$ cat src/core/swpc_regs.svh
// Register offsets, field positions, reset values and timing counts for the power controller
`ifndef SWPC_REGS_SVH
`define SWPC_REGS_SVH
`define SWPC_A_CTRL      8'h00
`define SWPC_A_STATUS    8'h01
`define SWPC_A_IRQ_STAT  8'h02
`define SWPC_A_IRQ_MASK  8'h03
`define SWPC_A_CMP_LO    8'h04
`define SWPC_A_CMP_HI    8'h05
`define SWPC_A_CNT_LO    8'h06
`define SWPC_A_CNT_HI    8'h07
`define SWPC_A_INCR      8'h08
`define SWPC_A_SLPCFG    8'h09
`define SWPC_A_RET_BASE  8'h80
`define SWPC_RET_WORDS   32
`define SWPC_C_SLEEP     0
`define SWPC_C_PIN_EN    1
`define SWPC_C_PIN_LVL   2
`define SWPC_C_RTC_EN    3
`define SWPC_C_USB_EN    4
`define SWPC_C_SLOW_EN   5
`define SWPC_C_W         6
`define SWPC_EV_PIN      0
`define SWPC_EV_RTC      1
`define SWPC_EV_USB      2
`define SWPC_EV_PGOOD    3
`define SWPC_EV_W        4
`define SWPC_SLPCFG_W    8
`define SWPC_SLPCFG_RST  8'h00
`define SWPC_INCR_RST    32'h0000_0140
`define SWPC_STEP_NS     400
`define SWPC_CLK_NS      100
`define SWPC_STEP_CYC    ((`SWPC_STEP_NS + `SWPC_CLK_NS - 1) / `SWPC_CLK_NS)
`endif

$ cat src/core/swpc_pkg.sv
// Types of the sleep and wake power controller
package swpc_pkg;
    typedef enum logic [5:0] {
        ST_AWAKE  = 6'b00_0001,
        ST_SAVE   = 6'b00_0010,
        ST_PWRDN  = 6'b00_0100,
        ST_ASLEEP = 6'b00_1000,
        ST_PWRUP  = 6'b01_0000,
        ST_RESTORE= 6'b10_0000
    } swpc_state_t;
endpackage

$ cat src/core/swpc_ctrl.sv
// Sleep and wake power mode controller with real-time counter and retention memory
// Notes on behaviour
// - Sleep from control write or USB standby
// - Wake on USB resume, pin or timer
// - Wake stimuli act only while asleep
// - Stimuli during sleep entry held pending
// - Pin level, counter match, enabled USB wake
// - 64-bit counter with programmable compare match
// - Awake counter adds one per main tick
// - Asleep counter may use slow oscillator
// - Slow ticks add programmed increment
// - Power-good loss in transition resets system
// - Asleep powers domain down; awake runs all
// - 128-byte retention memory readable after wake
// - Watchdog enabled only while awake
`timescale 1ns/1ns
`include "swpc_regs.svh"
module swpc_ctrl (
    input  wire logic        clk,
    input  wire logic        rst_n,
    input  wire logic        clk_en,
    input  wire logic [7:0]  addr,
    input  wire logic [31:0] wdata,
    input  wire logic        wr,
    input  wire logic        rd,
    output logic      [31:0] rdata,
    input  wire logic        usb_sleep_req,
    input  wire logic        usb_wake_req,
    input  wire logic        wake_pin,
    input  wire logic        slow_tick,
    input  wire logic        power_good,
    output logic             domain_on,
    output logic      [7:0]  sleep_cfg,
    output logic             sys_reset,
    output logic             wdog_en,
    output logic      [5:0]  state_out,
    output logic             irq
);
    swpc_pkg::swpc_state_t state_ff;
    swpc_pkg::swpc_state_t nxt_state;
    logic [`SWPC_C_W-1:0]     ctrl_ff;
    logic [`SWPC_EV_W-1:0]    ist_ff;
    logic [`SWPC_EV_W-1:0]    imask_ff;
    logic [63:0]              cnt_ff;
    logic [63:0]              cmp_ff;
    logic [31:0]              incr_ff;
    logic [`SWPC_SLPCFG_W-1:0] slpcfg_ff;
    logic [31:0]              ret_ff [`SWPC_RET_WORDS];
    logic [3:0]               step_ff;
    logic                     pend_ff;
    logic [31:0]              rdata_ff;
    logic                     rst_ff;
    logic                     pin_ev;
    logic                     rtc_ev;
    logic                     usb_ev;
    logic                     wake_any;
    logic                     step_done;
    logic                     in_trans;
    logic                     pg_fail;
    logic                     sleep_req;
    logic [`SWPC_EV_W-1:0]    ev_vec;
    logic [`SWPC_EV_W-1:0]    nxt_ist;
    logic [`SWPC_EV_W-1:0]    nxt_imask;
    logic                     irq_ff;
    logic                     domain_ff;

    function automatic logic is_reg(input logic [7:0] a, input logic [7:0] r);
        is_reg = (a == r);
    endfunction

    function automatic logic is_ret(input logic [7:0] a);
        is_ret = (a >= `SWPC_A_RET_BASE) && (a < `SWPC_A_RET_BASE + 8'(`SWPC_RET_WORDS));
    endfunction

    assign pin_ev    = ctrl_ff[`SWPC_C_PIN_EN] && (wake_pin == ctrl_ff[`SWPC_C_PIN_LVL]);
    assign rtc_ev    = ctrl_ff[`SWPC_C_RTC_EN] && (cnt_ff >= cmp_ff);
    assign usb_ev    = ctrl_ff[`SWPC_C_USB_EN] && usb_wake_req;
    assign wake_any  = pin_ev || rtc_ev || usb_ev || pend_ff;
    assign step_done = (step_ff == 4'(`SWPC_STEP_CYC - 1));
    assign in_trans  = (state_ff != swpc_pkg::ST_AWAKE) && (state_ff != swpc_pkg::ST_ASLEEP);
    assign pg_fail   = in_trans && !power_good;
    assign sleep_req = (wr && is_reg(addr, `SWPC_A_CTRL) && wdata[`SWPC_C_SLEEP])
                       || usb_sleep_req;
    assign ev_vec    = {pg_fail, usb_ev, rtc_ev, pin_ev};
    assign nxt_imask = (wr && is_reg(addr, `SWPC_A_IRQ_MASK)) ? wdata[`SWPC_EV_W-1:0]
                                                              : imask_ff;

    // Sticky event bits, set wins over clear
    always_comb begin
        nxt_ist = ist_ff | ev_vec;
        if (wr && is_reg(addr, `SWPC_A_IRQ_STAT)) begin
            nxt_ist = (ist_ff & ~wdata[`SWPC_EV_W-1:0]) | ev_vec;
        end
    end

    // Next state in fixed order
    always_comb begin
        nxt_state = state_ff;
        unique case (state_ff)
            swpc_pkg::ST_AWAKE: begin
                if (sleep_req) begin
                    nxt_state = swpc_pkg::ST_SAVE;
                end
            end
            swpc_pkg::ST_SAVE: begin
                if (step_done) begin
                    nxt_state = swpc_pkg::ST_PWRDN;
                end
            end
            swpc_pkg::ST_PWRDN: begin
                if (step_done) begin
                    nxt_state = swpc_pkg::ST_ASLEEP;
                end
            end
            swpc_pkg::ST_ASLEEP: begin
                if (wake_any) begin
                    nxt_state = swpc_pkg::ST_PWRUP;
                end
            end
            swpc_pkg::ST_PWRUP: begin
                if (step_done) begin
                    nxt_state = swpc_pkg::ST_RESTORE;
                end
            end
            swpc_pkg::ST_RESTORE: begin
                if (step_done) begin
                    nxt_state = swpc_pkg::ST_AWAKE;
                end
            end
            default: nxt_state = swpc_pkg::ST_AWAKE;
        endcase
        if (pg_fail) begin
            nxt_state = swpc_pkg::ST_AWAKE;
        end
    end

    always_ff @(posedge clk or negedge rst_n) begin
        if (!rst_n) begin
            state_ff <= swpc_pkg::ST_AWAKE;
        end else if (clk_en) begin
            state_ff <= nxt_state;
        end
    end

    // Dwell counter for intermediate states
    always_ff @(posedge clk or negedge rst_n) begin
        if (!rst_n) begin
            step_ff <= 4'h0;
        end else if (clk_en) begin
            if (nxt_state != state_ff || !in_trans) begin
                step_ff <= 4'h0;
            end else begin
                step_ff <= step_ff + 4'h1;
            end
        end
    end

    // Wake stimulus captured during sleep entry
    always_ff @(posedge clk or negedge rst_n) begin
        if (!rst_n) begin
            pend_ff <= 1'b0;
        end else if (clk_en) begin
            if ((state_ff == swpc_pkg::ST_SAVE || state_ff == swpc_pkg::ST_PWRDN)
                && (pin_ev || rtc_ev || usb_ev)) begin
                pend_ff <= 1'b1;
            end else if (state_ff == swpc_pkg::ST_ASLEEP || state_ff == swpc_pkg::ST_AWAKE) begin
                pend_ff <= 1'b0;
            end
        end
    end

    // Real-time counter
    always_ff @(posedge clk or negedge rst_n) begin
        if (!rst_n) begin
            cnt_ff <= 64'h0000_0000_0000_0000;
        end else if (clk_en) begin
            if (wr && is_reg(addr, `SWPC_A_CNT_LO)) begin
                cnt_ff[31:0] <= wdata;
            end else if (wr && is_reg(addr, `SWPC_A_CNT_HI)) begin
                cnt_ff[63:32] <= wdata;
            end else if (state_ff == swpc_pkg::ST_ASLEEP && ctrl_ff[`SWPC_C_SLOW_EN]) begin
                if (slow_tick) begin
                    cnt_ff <= cnt_ff + {32'h0000_0000, incr_ff};
                end
            end else begin
                cnt_ff <= cnt_ff + 64'h0000_0000_0000_0001;
            end
        end
    end

    // Control, compare, increment, sleep configuration, mask
    always_ff @(posedge clk or negedge rst_n) begin
        if (!rst_n) begin
            ctrl_ff   <= '0;
            cmp_ff    <= 64'hFFFF_FFFF_FFFF_FFFF;
            incr_ff   <= `SWPC_INCR_RST;
            slpcfg_ff <= `SWPC_SLPCFG_RST;
            imask_ff  <= '0;
        end else if (clk_en && wr) begin
            if (is_reg(addr, `SWPC_A_CTRL)) begin
                ctrl_ff <= {wdata[`SWPC_C_W-1:1], 1'b0};
            end
            if (is_reg(addr, `SWPC_A_CMP_LO)) begin
                cmp_ff[31:0] <= wdata;
            end
            if (is_reg(addr, `SWPC_A_CMP_HI)) begin
                cmp_ff[63:32] <= wdata;
            end
            if (is_reg(addr, `SWPC_A_INCR)) begin
                incr_ff <= wdata;
            end
            if (is_reg(addr, `SWPC_A_SLPCFG)) begin
                slpcfg_ff <= wdata[`SWPC_SLPCFG_W-1:0];
            end
            if (is_reg(addr, `SWPC_A_IRQ_MASK)) begin
                imask_ff <= wdata[`SWPC_EV_W-1:0];
            end
        end
    end

    // Sticky event register
    always_ff @(posedge clk or negedge rst_n) begin
        if (!rst_n) begin
            ist_ff <= '0;
        end else if (clk_en) begin
            ist_ff <= nxt_ist;
        end
    end

    // Interrupt level from the values the status and mask take at this edge
    always_ff @(posedge clk or negedge rst_n) begin
        if (!rst_n) begin
            irq_ff <= 1'b0;
        end else if (clk_en) begin
            irq_ff <= |(nxt_ist & nxt_imask);
        end
    end

    // Retention memory
    generate
        for (genvar i = 0; i < `SWPC_RET_WORDS; i++) begin : g_ret
            always_ff @(posedge clk or negedge rst_n) begin
                if (!rst_n) begin
                    ret_ff[i] <= 32'h0000_0000;
                end else if (clk_en && wr && is_reg(addr, `SWPC_A_RET_BASE + 8'(i))) begin
                    ret_ff[i] <= wdata;
                end
            end
        end
    endgenerate

    // Read data, one cycle after the strobe
    always_ff @(posedge clk or negedge rst_n) begin
        if (!rst_n) begin
            rdata_ff <= 32'h0000_0000;
        end else if (clk_en) begin
            rdata_ff <= 32'h0000_0000;
            if (rd) begin
                if (is_ret(addr)) begin
                    rdata_ff <= ret_ff[addr[4:0]];
                end else begin
                    unique case (addr)
                        `SWPC_A_CTRL:     rdata_ff <= 32'(ctrl_ff);
                        `SWPC_A_STATUS:   rdata_ff <= 32'(state_ff);
                        `SWPC_A_IRQ_STAT: rdata_ff <= 32'(ist_ff);
                        `SWPC_A_IRQ_MASK: rdata_ff <= 32'(imask_ff);
                        `SWPC_A_CMP_LO:   rdata_ff <= cmp_ff[31:0];
                        `SWPC_A_CMP_HI:   rdata_ff <= cmp_ff[63:32];
                        `SWPC_A_CNT_LO:   rdata_ff <= cnt_ff[31:0];
                        `SWPC_A_CNT_HI:   rdata_ff <= cnt_ff[63:32];
                        `SWPC_A_INCR:     rdata_ff <= incr_ff;
                        `SWPC_A_SLPCFG:   rdata_ff <= 32'(slpcfg_ff);
                        default:          rdata_ff <= 32'h0000_0000;
                    endcase
                end
            end
        end
    end

    // System reset pulse on power-good loss during a transition
    always_ff @(posedge clk or negedge rst_n) begin
        if (!rst_n) begin
            rst_ff <= 1'b0;
        end else if (clk_en) begin
            rst_ff <= pg_fail;
        end
    end

    // Domain power, off only while asleep
    always_ff @(posedge clk or negedge rst_n) begin
        if (!rst_n) begin
            domain_ff <= 1'b1;
        end else if (clk_en) begin
            domain_ff <= (nxt_state != swpc_pkg::ST_ASLEEP);
        end
    end

    assign rdata     = rdata_ff;
    assign sys_reset = rst_ff;
    assign state_out = state_ff;
    assign domain_on = domain_ff;
    assign wdog_en   = state_ff[0];
    assign sleep_cfg = slpcfg_ff;
    assign irq       = irq_ff;
endmodule

$ cat config.mk
export PLATFORM = sky130hd
export DESIGN_NAME = swpc_ctrl
export DESIGN_NICKNAME = d
export VERILOG_FILES = /design/src/core/swpc_pkg.sv /design/src/core/swpc_ctrl.sv
export VERILOG_INCLUDE_DIRS = /design/src /design/src/core
export SDC_FILE = /design/constraint.sdc
export NUM_CORES = 2
export LEC_CHECK = 0
export BUFFER_PORTS_ARGS = -buffer_cell sky130_fd_sc_hd__buf_2
export CAP_MARGIN = 5
export CORE_MARGIN = 2
export CORE_UTILIZATION = 60
export DETAILED_ROUTE_END_ITERATION = 16
export PLACE_DENSITY = 0.77
export SLEW_MARGIN = 15
export SYNTH_ARGS = -nofsm -noshare
export SYNTH_HDL_FRONTEND = slang
export SYNTH_SLANG_ARGS = --single-unit
$ cat constraint.sdc
create_clock -name clk -period 5.1 [get_ports clk]
set_input_delay 1.02 -clock clk [delete_from_list [all_inputs] [get_ports clk]]
set_output_delay 1.02 -clock clk [all_outputs]
set_load 0.02 [all_outputs]
=== After elaboration in Yosys (flattened, before gate mapping) ===
Index checks and enable logic that the tools add are counted.

* $add $sub $neg: 3
* $lt $le $gt $ge: 4
* Eq/ne operators: 56
* Multiplexer cells: 24
* Bitwise operators: 7
* Reduce and logical (&&, ||, !) cells: 68

{| class="wikitable"
|+ Operators by type and width
! operator !! count
|-
| one-hot mux 32 bit (10 select lines) || 1
|-
| equality test 8 bit, second input constant || 32
|-
| 2-to-1 mux 32 bit || 7
|-
| binary-select mux 32 bit (select 5 bit) || 1
|-
| 2-to-1 mux 64 bit || 2
|-
| adder 64 x 1 -> 64 bit, second input constant || 1
|-
| adder 64 x 32 -> 64 bit || 1
|-
| >= comparator 64 bit || 1
|-
| logical AND 1 bit || 47
|-
| 2-to-1 mux 6 bit || 7
|-
| one-hot mux 6 bit (6 select lines) || 1
|-
| equality test 8 x 3 -> 1 bit, second input constant || 4
|-
| equality test 8 x 2 -> 1 bit, second input constant || 2
|-
| equality test 8 x 4 -> 1 bit, second input constant || 2
|-
| AND reduction 2 bit || 7
|-
| 2-to-1 mux 4 bit || 3
|-
| != test 6 x 4 -> 1 bit, second input constant || 2
|-
| bitwise AND 4 bit || 2
|-
| equality test 8 x 1 -> 1 bit, second input constant || 1
|-
| >= comparator 8 bit, second input constant || 1
|-
| logical NOT 8 bit || 1
|-
| < comparator 8 bit, second input constant || 1
|-
| OR 4 bit || 2
|-
| logical OR 1 bit || 7
|-
| 22 further kinds || 26
|}

* Bits in registers: 1251
* Input port bits: 50
* Output and inout bits: 50

=== Logic depth before layout (Yosys ltp) ===
* Depth after elaboration: 11
* Gate-level depth with buffers: 19

=== Worst setup path after synthesis ===
No wires, ideal clock.

* Kind: reg-to-reg
* From: reg state_ff[2] (netlist: state_out[2])
* To: reg cnt_ff[32]
* Library setup time: 0.126 ns
* Data arrival time: 3.984 ns
* Path slack: 0.990 ns
* Cell stages (with the launch flop): 19
* Path buffers: 4
* Period minus slack after synthesis: 4.110 ns
* Cell sequence: dfrtp_1 buf_2 or2_1 or3_1 nor3_4 clkbuf_1 and3_1 ha_1 buf_4 a21oi_1 o221ai_1 a21o_1 a211oi_2 nor3_2 o21ai_2 and2_1 buf_2 nor4_1 a311o_1

* Cells in the longest elaborated chain, start to end: 4
* Elaborated cells on any way between the ends: 6
* Those cells by class: eq/ne: 2; mux: 2; reduce/logical: 2

{| class="wikitable"
|+ Ends and longest elaborated chain
! item !! RTL line !! RTL
|-
| start: declaration || swpc_ctrl.sv:39 || <nowiki>swpc_pkg::swpc_state_t state_ff;</nowiki>
|-
| start signal: assignment || swpc_ctrl.sv:139 || <nowiki>state_ff <= swpc_pkg::ST_AWAKE;</nowiki>
|-
| start signal: assignment || swpc_ctrl.sv:141 || <nowiki>state_ff <= nxt_state;</nowiki>
|-
| equality test 6 x 4 -> 1 bit * || swpc_ctrl.sv:181 || <nowiki>end else if (state_ff == swpc_pkg::ST_ASLEEP && ctrl_ff[`SWPC_C_SLOW_EN]) begin</nowiki>
|-
| logical AND 1 bit * || swpc_ctrl.sv:181 ||
|-
| != test 3 bit (no source line) / 2-to-1 mux 64 bit (equally long branches) || n/a ||
|-
| AND reduction 3 bit (no source line) / 2-to-1 mux 32 bit (equally long branches) || n/a ||
|-
| end signal: assignment || swpc_ctrl.sv:180 || <nowiki>cnt_ff[63:32] <= wdata;</nowiki>
|-
| end signal: assignment || swpc_ctrl.sv:183 || <nowiki>cnt_ff <= cnt_ff + {32'h0000_0000, incr_ff};</nowiki>
|-
| end signal: assignment || swpc_ctrl.sv:186 || <nowiki>cnt_ff <= cnt_ff + 64'h0000_0000_0000_0001;</nowiki>
|-
| end: declaration || swpc_ctrl.sv:44 || <nowiki>logic [63:0] cnt_ff;</nowiki>
|}

Every way passes the cells marked *; elsewhere a longest branch is shown, timed or not.
A chain may end at the register's enable or synchronous reset.

=== Worst setup path in the final report ===
* From: reg state_ff[1] (netlist: state_out[1])
* To: reg cnt_ff[59]

Same word-level chain as after synthesis.

==> results.json <==
{
  "setup_violations": 0,
  "gp_congestion": 0.913,
  "cts.path.max_buffers": 3,
  "avgViaCountPerCell": 6.70,
  "synth_area_per_cell_um2": 14.0,
  "clock_latency_ns": 0.72,
  "grt_pass1_vias": 39700,
  "die_area_um2": 105000,
  "initial_core_util_pct": 60.4,
  "whs_ns": 0.365,
  "cp.arrival_ns": 5.27,
  "stdcell_count": 5759,
  "slew_violations": 0,
  "vias": 38600,
  "cts-root-buf": "clkbuf_16",
  "worstPathMaxFanout": 30,
  "max_stage_delay_ns": 0.53,
  "layout-drive-gt1-share_pct": 44.2,
  "ys.flop_type": "dfrtp_1",
  "cts-hold-fix-buffers": 0,
  "reg2regPathDepth": 15,
  "ys_types": 95,
  "antenna_found_initial": 4,
  "synth_area_leader_cell": "dfrtp_1",
  "rr_startpoint": "state_out[1]$_DFFE_PN0P_",
  "max_slew_margin_pct": 32.4,
  "core_um2": 101000,
  "final_util_pct": 66.3,
  "ys_ff_latch": 1251,
  "postSynth.asyncResetShare_pct": 100,
  "grt_util_met1_pct": 44.4,
  "drt_iter0_drc": 3977,
  "wirelength_um": 163000,
  "cp.required_ns": 5.68,
  "start_kind": "register",
  "netlist_area_um2": 61300,
  "ir_drop_uv": 263,
  "r2r_slack_ns": 0.41,
  "row_count": 117,
  "hpwl_um": 97500,
  "final-seq-area_um2": 31400,
  "clock_skew_ns": 0.0308,
  "p_leak_nw": 32.1,
  "numCtsBuffers": 120,
  "tns_ns": 0,
  "status": "completed",
  "fillers": 7030,
  "synth-edff-count": 0,
  "met2_usage_pct": 50.9,
  "max-cap-violations": 0,
  "yosysMostFrequentCell": "dfrtp_1",
  "finalHoldViolCount": 0,
  "dr.pass1.iters": 6,
  "synth_largest_type_area_fraction_pct": 48.3,
  "synth_commonest_cells": "dfrtp_1, mux2_2, mux4_2, clkbuf_1, nand2_1",
  "total_power_w": 0.0218,
  "cts.sinks": 1251,
  "ioPinCount": 100,
  "cts_setup_buffers": 0,
  "worstMarginPinSlew_ns": 1.01,
  "syn2layout_area_growth_pct": 9.81,
  "path_clk_slew_ns": 0.06,
  "path_buf_inv": 1,
  "fp.dieH_um": 324,
  "syn_inst": 4362,
  "post_cts_resized": 0,
  "r2r_end": "cnt_ff[59]$_DFFE_PN0P_",
  "rsz0062_at_grt": "false",
  "multi_input_area_um2": 28000,
  "finalCriticalPeriod_ns": 4.69,
  "htreeDepth": 3,
  "die_x_um": 324,
  "synth_fp_nets": 4510,
  "ys_warn_count": 0,
  "grt_overflow": 0,
  "endpoint_kind": "register",
  "crit_family": "simple AND/OR/NAND/NOR gates",
  "drt_drc_violations_left": 0,
  "yosys-top-cells-area": "dfrtp_1, mux2_2, mux4_2, dfstp_2, ha_1",
  "io_buffers": 99,
  "placed_cells": 5536,
  "grt_pass1_wl_um": 249000,
  "fmax_mhz": 213,
  "grt_use_met3_pct": 4.98,
  "finalCritPeriodShare_pct": 92.0,
  "power.density_nw_per_um2": 325,
  "path_cells": "or2_1, or3_1, nor3_4, buf_4, and3_1, ha_1, and4_1, o21a_1, a221oi_2, o21a_1, or3_4, a31o_1, or3_4, o22ai_1, a21oi_1",
  "cts_tree": "built",
  "critPathSlowestCell": "dfrtp_1",
  "wl_per_cell_um": 28.2,
  "hold_path.class": "in2async",
  "top_usage_layer": "met2",
  "grt_usage_pct": 31.7,
  "ys_seq_area_share_pct": 51.2,
  "fin_nets": 4438,
  "grt_max_degree": 148,
  "crit_type": "reg2reg",
  "ant_nets": 0
}
## report_power, final
group | switching, W | internal [W]
registers | 0.000298 | 0.0103
logic | 0.00115 | 0.000776
clock network | 0.00393 | 0.00542
total | 0.00538 | 0.0165
## cell usage in the layout, fill, tap and decap left out, drive strengths merged, types with 28 or more instances in the layout
cell type,count
nand2,153
a22oi,45
and3,60
mux2,1168
o2bb2ai,28
nand3,68
inv,93
buf,211
ha,97
o21ai,79
dfrtp,1183
dfstp,68
clkbuf,172
nor2,81
a21oi,149
mux4,320
## worst max-delay path by stage
| stage | startpoint | slack, ns | endpoint | cells past startpoint |
|---|---|---|---|---|
| CTS | state_out[1]$_DFFE_PN0P_ | 0.49 | cnt_ff[59]$_DFFE_PN0P_ | 15 |
| global route | state_out[1]$_DFFE_PN0P_ | 0.12 | cnt_ff[58]$_DFFE_PN0P_ | 15 |
| detailed placement | state_out[1]$_DFFE_PN0P_ | 0.52 | cnt_ff[59]$_DFFE_PN0P_ | 15 |
| global placement | state_out[1]$_DFFE_PN0P_ | 0.64 | cnt_ff[57]$_DFFE_PN0P_ | 15 |
| finish | state_out[1]$_DFFE_PN0P_ | 0.41 | cnt_ff[59]$_DFFE_PN0P_ | 15 |
| floorplan | state_out[2]$_DFFE_PN0P_ | 0.99 | cnt_ff[32]$_DFFE_PN0P_ | 18 |
## layer usage
| layer | wire length [µm] | part of all wire, % |
|---|---|---|
| met3 | 10900 | 6.7 |
| met2 | 78200 | 48 |
| met5 | 0 | 0 |
| met1 | 68200 | 42 |
| met4 | 5340 | 3.3 |
## through the flow
step / setup slack, ns / cell area [µm²]
6_report: 0.407 / 67300
5_1_grt: 0.120 / 67300
4_1_cts: 0.489 / 67300
3_5_place_dp: 0.522 / 63100
3_3_place_gp: 0.635 / 63100
2_1_floorplan: 0.990 / 61300
## final cells by class
cell class / count / share of cell area (%)
Antenna cell: 2 / 0.00744
Clock buffer: 172 / 5.20
Clock inverter: 49 / 0.949
Inverter: 89 / 0.497
Multi-Input combinational cell: 2617 / 41.7
Sequential cell: 1251 / 46.7
Tap cell: 1368 / 2.54
Timing Repair Buffer: 211 / 2.46
## flip-flops by register name, summed over array words and instances (netlist names), 4 cells and up
name / flops
rdata: 32
step_ff: 4
sleep_cfg: 8
incr_ff: 32
ret_ff: 1024
imask_ff: 4
ist_ff: 4
cnt_ff: 64
ctrl_ff: 5
cmp_ff: 64
state_out: 6
## cells by family (layout without fill, tap and decap cells)
family	Yosys count	in the layout	share of synthesized area [%]
flops	1251	1251	51.2
fa+ha+maj	99	99	2.03
buf+inv	494	521	3.33
other cells	0	2	0
mux	1500	1500	33.4
simple gates	495	495	4.12
xor+xnor	24	24	0.343
compound gates	499	499	5.50
(Power assumes the default switching activity.)
